$ cat config.mk
export PLATFORM = sky130hd
export DESIGN_NAME = spe_ctrl
export DESIGN_NICKNAME = d
export VERILOG_FILES = /design/src/shared/spe_pkg.sv /design/src/spe_sync.sv /design/src/spe_ctrl.sv
export VERILOG_INCLUDE_DIRS = /design/src /design/src/shared
export SDC_FILE = /design/constraint.sdc
export NUM_CORES = 1
export LEC_CHECK = 0
export BUFFER_PORTS_ARGS = -buffer_cell sky130_fd_sc_hd__buf_2
export CORE_AREA = 2 2 65 67
export DETAILED_ROUTE_END_ITERATION = 6
export DIE_AREA = 0 0 67 69
export GPL_ROUTABILITY_DRIVEN = 0
export GPL_TIMING_DRIVEN = 0
export PLACE_DENSITY = 0.81
export SLEW_MARGIN = 0
export SYNTH_ARGS = -nofsm -noshare
export SYNTH_HDL_FRONTEND = slang
export SYNTH_SLANG_ARGS = --single-unit
$ cat constraint.sdc
create_clock -name clk_in -period 2.9 [get_ports clk_in]
set_clock_uncertainty 0.05 [all_clocks]
set_input_delay 0.145 -clock clk_in [delete_from_list [all_inputs] [get_ports clk_in]]
set_output_delay 0.145 -clock clk_in [all_outputs]
set_load 0.05 [all_outputs]
$ cat src/shared/spe_consts.svh
`ifndef SPE_CONSTS_SVH
`define SPE_CONSTS_SVH
`define SPE_DATA_W 8
`define SPE_RX_RESET 8'h00
`define SPE_TX_RESET 8'h00
`define SPE_BIT_CNT_W 4
`define SPE_HALF_DIV 4'h3
`endif

$ cat src/shared/spe_pkg.sv
package spe_pkg;
  typedef logic [7:0] spe_byte_t;
  typedef enum logic [1:0] {SPE_IDLE, SPE_SHIFT, SPE_DONE} spe_state_t;
endpackage : spe_pkg

$ cat src/spe_sync.sv
`timescale 1ns/1ps
// Two-flop synchroniser for a bundle of pin inputs.
module spe_sync #(
  parameter int WIDTH = 4
) (
  input wire logic clk_in, // System clock.
  input wire logic rst_n_in, // Synchronous reset, active low.
  input wire logic [WIDTH-1:0] async_in, // Raw pin levels.
  output logic [WIDTH-1:0] sync_out // Levels in clk_in domain.
);
  typedef struct packed {
    logic [WIDTH-1:0] meta;
    logic [WIDTH-1:0] sync;
  } spe_sync_t;
  spe_sync_t s_q, s_d;
  // The first stage feeds only the second stage.
  always_comb begin
    s_d.meta = async_in;
    s_d.sync = s_q.meta;
  end
  always_ff @(posedge clk_in) begin
    if (!rst_n_in) begin
      s_q <= '0;
    end else begin
      s_q <= s_d;
    end
  end
  assign sync_out = s_q.sync;
endmodule : spe_sync

$ cat src/spe_ctrl.sv
`timescale 1ns/1ps
`include "spe_consts.svh"
// Operation
// - With cs0 hold and mode-fault detection enabled, no transfer ever starts.
// - In slave role a disable request is ignored; operation continues.
// - Disable leaves tx empty flag; writes while disabled dropped, flag kept.
// - DMA words written after disable are lost.
module spe_ctrl #(
  parameter int DATA_W = `SPE_DATA_W
) (
  input wire logic clk_in, // 200 MHz clock.
  input wire logic rst_n_in, // Synchronous reset, active low.
  input wire logic enable_in, // Pulse: enable the controller.
  input wire logic disable_in, // Pulse: disable request.
  input wire logic soft_reset_bit_in, // Pulse: soft reset.
  input wire logic master_in, // 1 master role, 0 slave role.
  input wire logic cs_hold_after_transfer_in, // Chip select 0 hold option.
  input wire logic mode_fault_detect_disable_in, // 1 disables mode fault.
  input wire logic tx_wr_in, // Pulse: write tx_data_register.
  input wire spe_pkg::spe_byte_t tx_data_in, // Word to transmit.
  input wire logic rx_rd_in, // Pulse: read received word.
  input wire logic sck_in, // Link clock from peer (slave role).
  input wire logic cs_n_in, // Chip select from peer, active low.
  input wire logic mosi_in, // Data from peer.
  input wire logic miso_in, // Data from peer in master role.
  output logic sck_out, // Link clock driven in master role.
  output logic sck_oe_out, // High while sck is driven.
  output logic cs_n_out, // Chip select 0, active low.
  output logic mosi_out, // Serial data out in master role.
  output logic miso_out, // Serial data out in slave role.
  output logic miso_oe_out, // High while miso is driven.
  output logic enabled_out, // Controller enabled status.
  output logic tx_empty_flag_out, // Transmit register empty.
  output logic rx_full_out, // A received word waits.
  output spe_pkg::spe_byte_t rx_data_out, // Last received word.
  output logic busy_out // Transfer in progress.
);
  import spe_pkg::*;
  localparam int CW = `SPE_BIT_CNT_W;
  localparam logic [CW-1:0] LAST = CW'(DATA_W - 1);
  localparam logic [CW-1:0] HALF = CW'(`SPE_HALF_DIV);

  typedef struct packed {
    spe_state_t st;
    logic en;
    logic tde;
    logic rxf;
    logic [DATA_W-1:0] txr;
    logic [DATA_W-1:0] sh;
    logic [DATA_W-1:0] rx;
    logic [CW-1:0] bits;
    logic [CW-1:0] div;
    logic sck;
    logic cs;
    logic mst;
    logic sck_prev;
  } spe_state_s_t;
  spe_state_s_t s_q, s_d;

  // One serial step: the word moves up and the new bit enters at the bottom.
  function automatic logic [DATA_W-1:0] shift_in(
    input logic [DATA_W-1:0] word,
    input logic bit_in
  );
    return {word[DATA_W-2:0], bit_in};
  endfunction : shift_in

  logic sck_s, cs_s, mosi_s, miso_s;
  logic start_ok, rise, fall, sin;

  // Peer pins are asynchronous, so they are synchronised first.
  spe_sync #(.WIDTH(4)) u_sync (
    .clk_in(clk_in),
    .rst_n_in(rst_n_in),
    .async_in({sck_in, cs_n_in, mosi_in, miso_in}),
    .sync_out({sck_s, cs_s, mosi_s, miso_s})
  );

  // Edges of the peer clock and the serial input of the active role.
  always_comb begin
    rise = sck_s && !s_q.sck_prev;
    fall = !sck_s && s_q.sck_prev;
    sin = s_q.mst ? miso_s : mosi_s;
    // The hold option with mode-fault active stalls the start forever.
    start_ok = !(cs_hold_after_transfer_in &&
                 !mode_fault_detect_disable_in);
  end

  // Whole controller next-state logic.
  always_comb begin
    s_d = s_q;
    s_d.sck_prev = sck_s;
    if (rx_rd_in) begin
      s_d.rxf = 1'b0;
    end
    if (enable_in) begin
      s_d.en = 1'b1;
      s_d.mst = master_in;
    end
    // A slave ignores disable; only soft reset stops it.
    if (disable_in && s_q.mst) begin
      s_d.en = 1'b0;
    end
    // Writes are filtered while disabled and the flag is untouched.
    if (tx_wr_in && s_q.en) begin
      s_d.txr = tx_data_in;
      s_d.tde = 1'b0;
    end
    unique case (s_q.st)
      SPE_IDLE: begin
        s_d.cs = s_q.mst ? s_q.cs : 1'b1;
        if (s_q.en && !s_q.tde && start_ok) begin
          if (s_q.mst || !cs_s) begin
            s_d.st = SPE_SHIFT;
            s_d.sh = s_q.txr;
            s_d.tde = 1'b1;
            s_d.bits = '0;
            s_d.div = '0;
            // A slave never drives chip select; only a master asserts it.
            s_d.cs = !s_q.mst;
          end
        end
      end
      SPE_SHIFT: begin
        if (s_q.mst) begin
          s_d.div = s_q.div + 1'b1;
          if (s_q.div == HALF) begin
            s_d.div = '0;
            s_d.sck = !s_q.sck;
            // Data moves only on the falling edge, so the peer's rising
            // sample never races a changing output bit. The synchronised
            // input still shows the bit that stood during the high phase.
            if (s_q.sck) begin
              s_d.sh = shift_in(s_q.sh, sin);
              if (s_q.bits == LAST) begin
                s_d.st = SPE_DONE;
              end else begin
                s_d.bits = s_q.bits + 1'b1;
              end
            end
          end
        end else if (cs_s) begin
          s_d.st = SPE_IDLE;
        end else if (rise) begin
          s_d.sh = shift_in(s_q.sh, sin);
          if (s_q.bits == LAST) begin
            s_d.st = SPE_DONE;
          end
        end else if (fall) begin
          s_d.bits = s_q.bits + 1'b1;
        end
      end
      SPE_DONE: begin
        s_d.rx = s_q.sh;
        s_d.rxf = 1'b1;
        s_d.st = SPE_IDLE;
        s_d.cs = !(s_q.mst && cs_hold_after_transfer_in);
      end
      default: s_d.st = SPE_IDLE;
    endcase
    // Soft reset forces every field but sck_prev back, disabled in either role.
    if (soft_reset_bit_in) begin
      s_d = '{st: SPE_IDLE, en: 1'b0, tde: 1'b1, rxf: 1'b0,
              txr: `SPE_TX_RESET, sh: '0, rx: `SPE_RX_RESET,
              bits: '0, div: '0, sck: 1'b0, cs: 1'b1, mst: 1'b0,
              sck_prev: sck_s};
    end
  end

  always_ff @(posedge clk_in) begin
    if (!rst_n_in) begin
      s_q <= '{st: SPE_IDLE, en: 1'b0, tde: 1'b1, rxf: 1'b0,
               txr: `SPE_TX_RESET, sh: '0, rx: `SPE_RX_RESET,
               bits: '0, div: '0, sck: 1'b0, cs: 1'b1, mst: 1'b0,
               sck_prev: 1'b0};
    end else begin
      s_q <= s_d;
    end
  end

  // Pins and status come from flops; the two enables and busy_out are gated from them.
  assign sck_out = s_q.sck;
  assign sck_oe_out = s_q.mst && s_q.en;
  assign cs_n_out = s_q.cs;
  assign mosi_out = s_q.sh[DATA_W-1];
  assign miso_out = s_q.sh[DATA_W-1];
  assign miso_oe_out = !s_q.mst && s_q.en && !cs_s;
  assign enabled_out = s_q.en;
  assign tx_empty_flag_out = s_q.tde;
  assign rx_full_out = s_q.rxf;
  assign rx_data_out = s_q.rx;
  assign busy_out = (s_q.st != SPE_IDLE);

  // Hang configuration never leaves idle with pending data.
  hang_no_start_a: assert property (
    @(posedge clk_in) disable iff (!rst_n_in)
    (s_q.st == SPE_IDLE && cs_hold_after_transfer_in &&
     !mode_fault_detect_disable_in && !soft_reset_bit_in)
    |=> s_q.st == SPE_IDLE)
    else $error("transfer started in hang configuration");
  // A slave stays enabled through a disable request.
  slave_disable_a: assert property (
    @(posedge clk_in) disable iff (!rst_n_in)
    (disable_in && !s_q.mst && s_q.en && !soft_reset_bit_in) |=> s_q.en)
    else $error("slave was disabled by a disable request");
  // The empty flag keeps whatever value it had when disabled.
  tx_flag_kept_a: assert property (
    @(posedge clk_in) disable iff (!rst_n_in)
    (!s_q.en && s_q.st == SPE_IDLE) |=> $stable(s_q.tde)
      || $past(soft_reset_bit_in))
    else $error("empty flag changed while disabled");
  // Words arriving while disabled are lost; a soft reset may still clear.
  dma_drop_a: assert property (
    @(posedge clk_in) disable iff (!rst_n_in)
    (tx_wr_in && !s_q.en && !soft_reset_bit_in) |=> $stable(s_q.txr))
    else $error("write accepted while disabled");
  // Soft reset leaves nothing of the previous role or transfer.
  soft_reset_a: assert property (
    @(posedge clk_in) disable iff (!rst_n_in)
    soft_reset_bit_in |=> (!s_q.en && s_q.tde && !s_q.rxf
                           && s_q.st == SPE_IDLE && s_q.cs))
    else $error("soft reset left state behind");
endmodule : spe_ctrl

==> key figures <==
Timing
  – Final hold violations: 0
  – Setup Viol. Count Final: 0
  – RSZ-0062 raised after global routing: false
  – Maximum frequency from static timing analysis: 541.1 MHz
  – Final critical delay including setup and external delays: 1.848 ns
  – Worst-case headroom to the max-slew limit: 62.46%
  – Worst Max-Slew Pin Slew: 0.5631 ns
  – Final Max Tran Viols: 0
  – Final total negative setup slack: 0 ns
  – Portion of the clock cycle consumed by the worst path in the final layout: 63.73%

Clock network
  – CTS H-Tree Depth: 2
  – Number of hold buffers added after cts: 4
  – Clock Tree Root: clkbuf_8
  – Clock transition at path regs: 0.09 ns
  – Number of buffers inserted during clock tree synthesis: 5
  – Buffers inserted by post-CTS timing repair: 0
  – Total number of clock tree sinks: 49
  – Clock network latency to the later pin of the worst-skew pair: 0.31 ns
  – PostCTS Resize Cnt: 0
  – TritonCTS clock tree: built
  – Buffer levels on the longest clock path: 2

Logic synthesis
  – Syn Area/Cell: 8.637 um^2
  – Register bit total from synthesis: 49
  – Number of instances in the synthesized netlist: 257
  – Cell variety after synth: 44
  – Leading register cell type out of synthesis: dfxtp_1
  – Share of the yosys chip area belonging to registers: 44.19%
  – Syn nets: 281
  – Netlist Area Pre-Place: 0.002220 mm^2
  – Number of flops mapped to enable cells by yosys: 0
  – Synth Warn #: 0
  – Share of flip-flops with an asynchronous set or reset: 0%

Floorplanning
  – Horizontal extent of the die: 67 um
  – Core Region: 0.003914 mm^2
  – Die outline area: 0.004623 mm^2
  – Total number of placement rows: 23
  – Starting density of the core: 56.71%
  – # IOs: 40
  – Chip height: 69 um

Power and ir drop
  – Peak supply drop: 0.0004386 V
  – Combinational cell fraction of total power: 5.8%
  – Sequential group share of total power: 54.6%
  – Clock Power Share: 39.6%
  – Internal power summed over all cells: 0.0009683 W
  – Proportion of total power due to net switching: 22.74%
  – Power dissipated by switching net loads: 0.0002849 W
  – Standby leakage power: 1.070 nW
  – Power Density: 477.4 mW/mm^2
  – Overall power of the completed layout: 0.001253 W

Global route
  – Antenna violations before repair: 0
  – Leftover overflow at the end of global routing: 0
  – Maximum number of pins on one net before global-route repair: 17
  – Overall track demand over capacity in global routing: 22.24%
  – Number of global-route vias before repair: 1805
  – Wire length of the first global-routing pass: 8004 um

Placement
  – Total half-perimeter wirelength after legalization and detailed placement: 3416 um
  – Placed instance area: 0.002472 mm^2
  – Cell count after placement: 345
  – Count of input and output buffers: 38

Worst setup path
  – Critical path required time: 3.05 ns
  – Crit-path cells: ha_1, and4bb_2, a21oi_1, a2111o_1, buf_6, mux2i_1
  – Max Fanout on Critical Path: 8
  – Startpoint types: flop
  – Combined buffer and inverter count along the critical path: 1
  – Crit path kind: reg -> reg
  – Type of destination of the critical path: flop
  – Critical path arrival: 2.00 ns
  – Endpoint of the most critical register-to-register path: s_q[25]$_SDFFE_PP0P_
  – R2R Path Start: s_q[4]$_SDFFE_PP0P_
  – Crit path largest cell delay: 0.43 ns
  – R2r worst-path depth: 6
  – Worst reg2reg setup slack: 1.05 ns
  – Slowest stage cell on the critical path: a2111o_1
  – Kind of cell adding the most delay to the critical path: compound AO/OA/AOI/OAI gates

Routing
  – Antenna Nets Post-Route: 0
  – Detailed router's first-iteration violation count: 90
  – Total Wirelength: 4707 um
  – Per-cell via count in the routed design: 5.375
  – Routed wirelength normalized by instance count: 13.18 um
  – Post-detailed-route DRC marker count: 0
  – Total via count in the routed design: 1919
  – Initial DRT Pass Iterations: 5

Finish
  – Final net count: 330
  – Final cell count without fillers: 357
  – Layout cell share with drive strength beyond 1: 21.50%
  – Number of inserted diodes: 0
  – Finished Cell Area: 0.002625 mm^2
  – Synth-to-layout area growth: 18.26%
  – Total of fill cells in the finished design: 336

Run status
  – Result of the run: finished, final reports clean

Min path
  – Worst min-delay path endpoint: u_sync.s_d[2]$_SDFF_PN0_
  – Worst hold path depth: 2
  – Class of the tightest hold or removal check: in -> reg
  – Start point of the worst hold path: cs_n_in

Flow run
  – Max_cap viols: 0
cell usage after synthesis (all sizes together), types with 3 or more instances:
library cell / n / area, um^2
dfxtp: 49 / 980.9
nand2: 44 / 165.2
a21oi: 28 / 140.1
buf: 13 / 93.84
and2: 12 / 75.07
clkbuf: 11 / 41.29
mux2i: 10 / 100.1
nand3: 10 / 50.05
nor2: 10 / 37.54
nand2b: 8 / 50.05
mux2: 7 / 78.83
inv: 5 / 18.77
o21ai: 5 / 25.02
or3: 4 / 25.02
a211oi: 3 / 22.52
nand4: 3 / 18.77
nor3b: 3 / 27.52
o31ai: 3 / 22.52
placed cells by master (no fill, tap or decap), types with 2 or more instances in the layout:
cell type and count:
dfxtp_1 49, nand2_1 44, buf_2 38, a21oi_1 28, and2_1 12, clkbuf_1 11, nor2_1 10, buf_4 10
nand3_1 10, mux2i_1 10, nand2b_1 8, mux2_2 7, inv_1 5, o21ai_0 5, clkbuf_8 5, or3_1 4
dlygate4sd3_1 4, nand4_1 3, o31ai_1 3, a211oi_1 3, nor3b_1 2, buf_1 2, a21o_1 2, nor2b_1 2
nand3b_1 2, a2111oi_0 2, o22ai_1 2, ha_1 2
layer usage:
layer,track usage [%],vias up,routed length [um]
met2,34.32,53,2180
met1,30.07,873,2232
li1,-,986,-
met5,0,-,0
met4,8.844,0,77
met3,4.568,7,217
cell type report:
class,instances,area (um^2),area share [%]
well taps,50,62.56,2.383
multi-input cells,179,1085,41.33
inverters,5,18.77,0.7150
repair buffers,42,230.2,8.770
flip-flops and latches,49,980.9,37.37
plain buffers,24,135.1,5.148
clock buffers,5,68.82,2.622
clock inverters,3,43.79,1.668
stage by stage:
stage               utilization, %  hold WS (ns)  worst slack, ns
floorplan                        -        0.1940           0.5538
global placement             63.17        0.2796            1.099
detailed placement           63.17        0.2831            1.067
CTS                          67.07      0.004170            1.059
global route                 67.07      0.001907           0.9288
finish                       67.07      0.007168            1.052
cell families (layout without fill, tap and decap cells):
logic type	Yosys count	after routing	share of synthesized area, %
flip-flops	49	49	44.19
multiplexers	17	17	8.061
AND/OR/NAND/NOR	105	105	24.24
buffers and inverters	29	79	6.934
AO/OA/AOI/OAI	55	55	15.45
adder cells (fa/ha/maj)	2	2	1.127
power groups by stage:
stage | Combinational, W | Sequential (W) | Clock, W
6_report | 0.0000729 | 0.000684 | 0.000496
3_3_place_gp | 0.0000661 | 0.000700 | 0
5_1_grt | 0.0000800 | 0.000685 | 0.000534
4_1_cts | 0.0000723 | 0.000684 | 0.000504
2_1_floorplan | 0.0000383 | 0.000702 | 0
3_5_place_dp | 0.0000676 | 0.000700 | 0
state kept, by name (all words and copies together) (netlist names):
| register | cells |
|---|---|
| miso_out | 1 |
| rx_data_out | 8 |
| rx_full_out | 1 |
| sck_out | 1 |
| tx_empty_flag_out | 1 |
| u_sync.s_d | 4 |
| enabled_out | 1 |
| s_q | 27 |
| cs_n_out | 1 |
| u_sync.sync_out | 4 |
worst max-delay path by stage:
stage,to,depth (start not counted),startpoint
after floorplan,miso_oe_out,2,enabled_out$_SDFFE_PP0P_
after global placement,s_q[25]$_SDFFE_PP0P_,6,s_q[4]$_SDFFE_PP0P_
after detailed placement,s_q[25]$_SDFFE_PP0P_,6,s_q[4]$_SDFFE_PP0P_
after CTS,s_q[25]$_SDFFE_PP0P_,6,s_q[4]$_SDFFE_PP0P_
after global routing,s_q[10]$_SDFFE_PP0P_,5,s_q[40]$_SDFFE_PP0P_
final,s_q[25]$_SDFFE_PP0P_,6,s_q[4]$_SDFFE_PP0P_
Power figures use the tool's default switching activity.
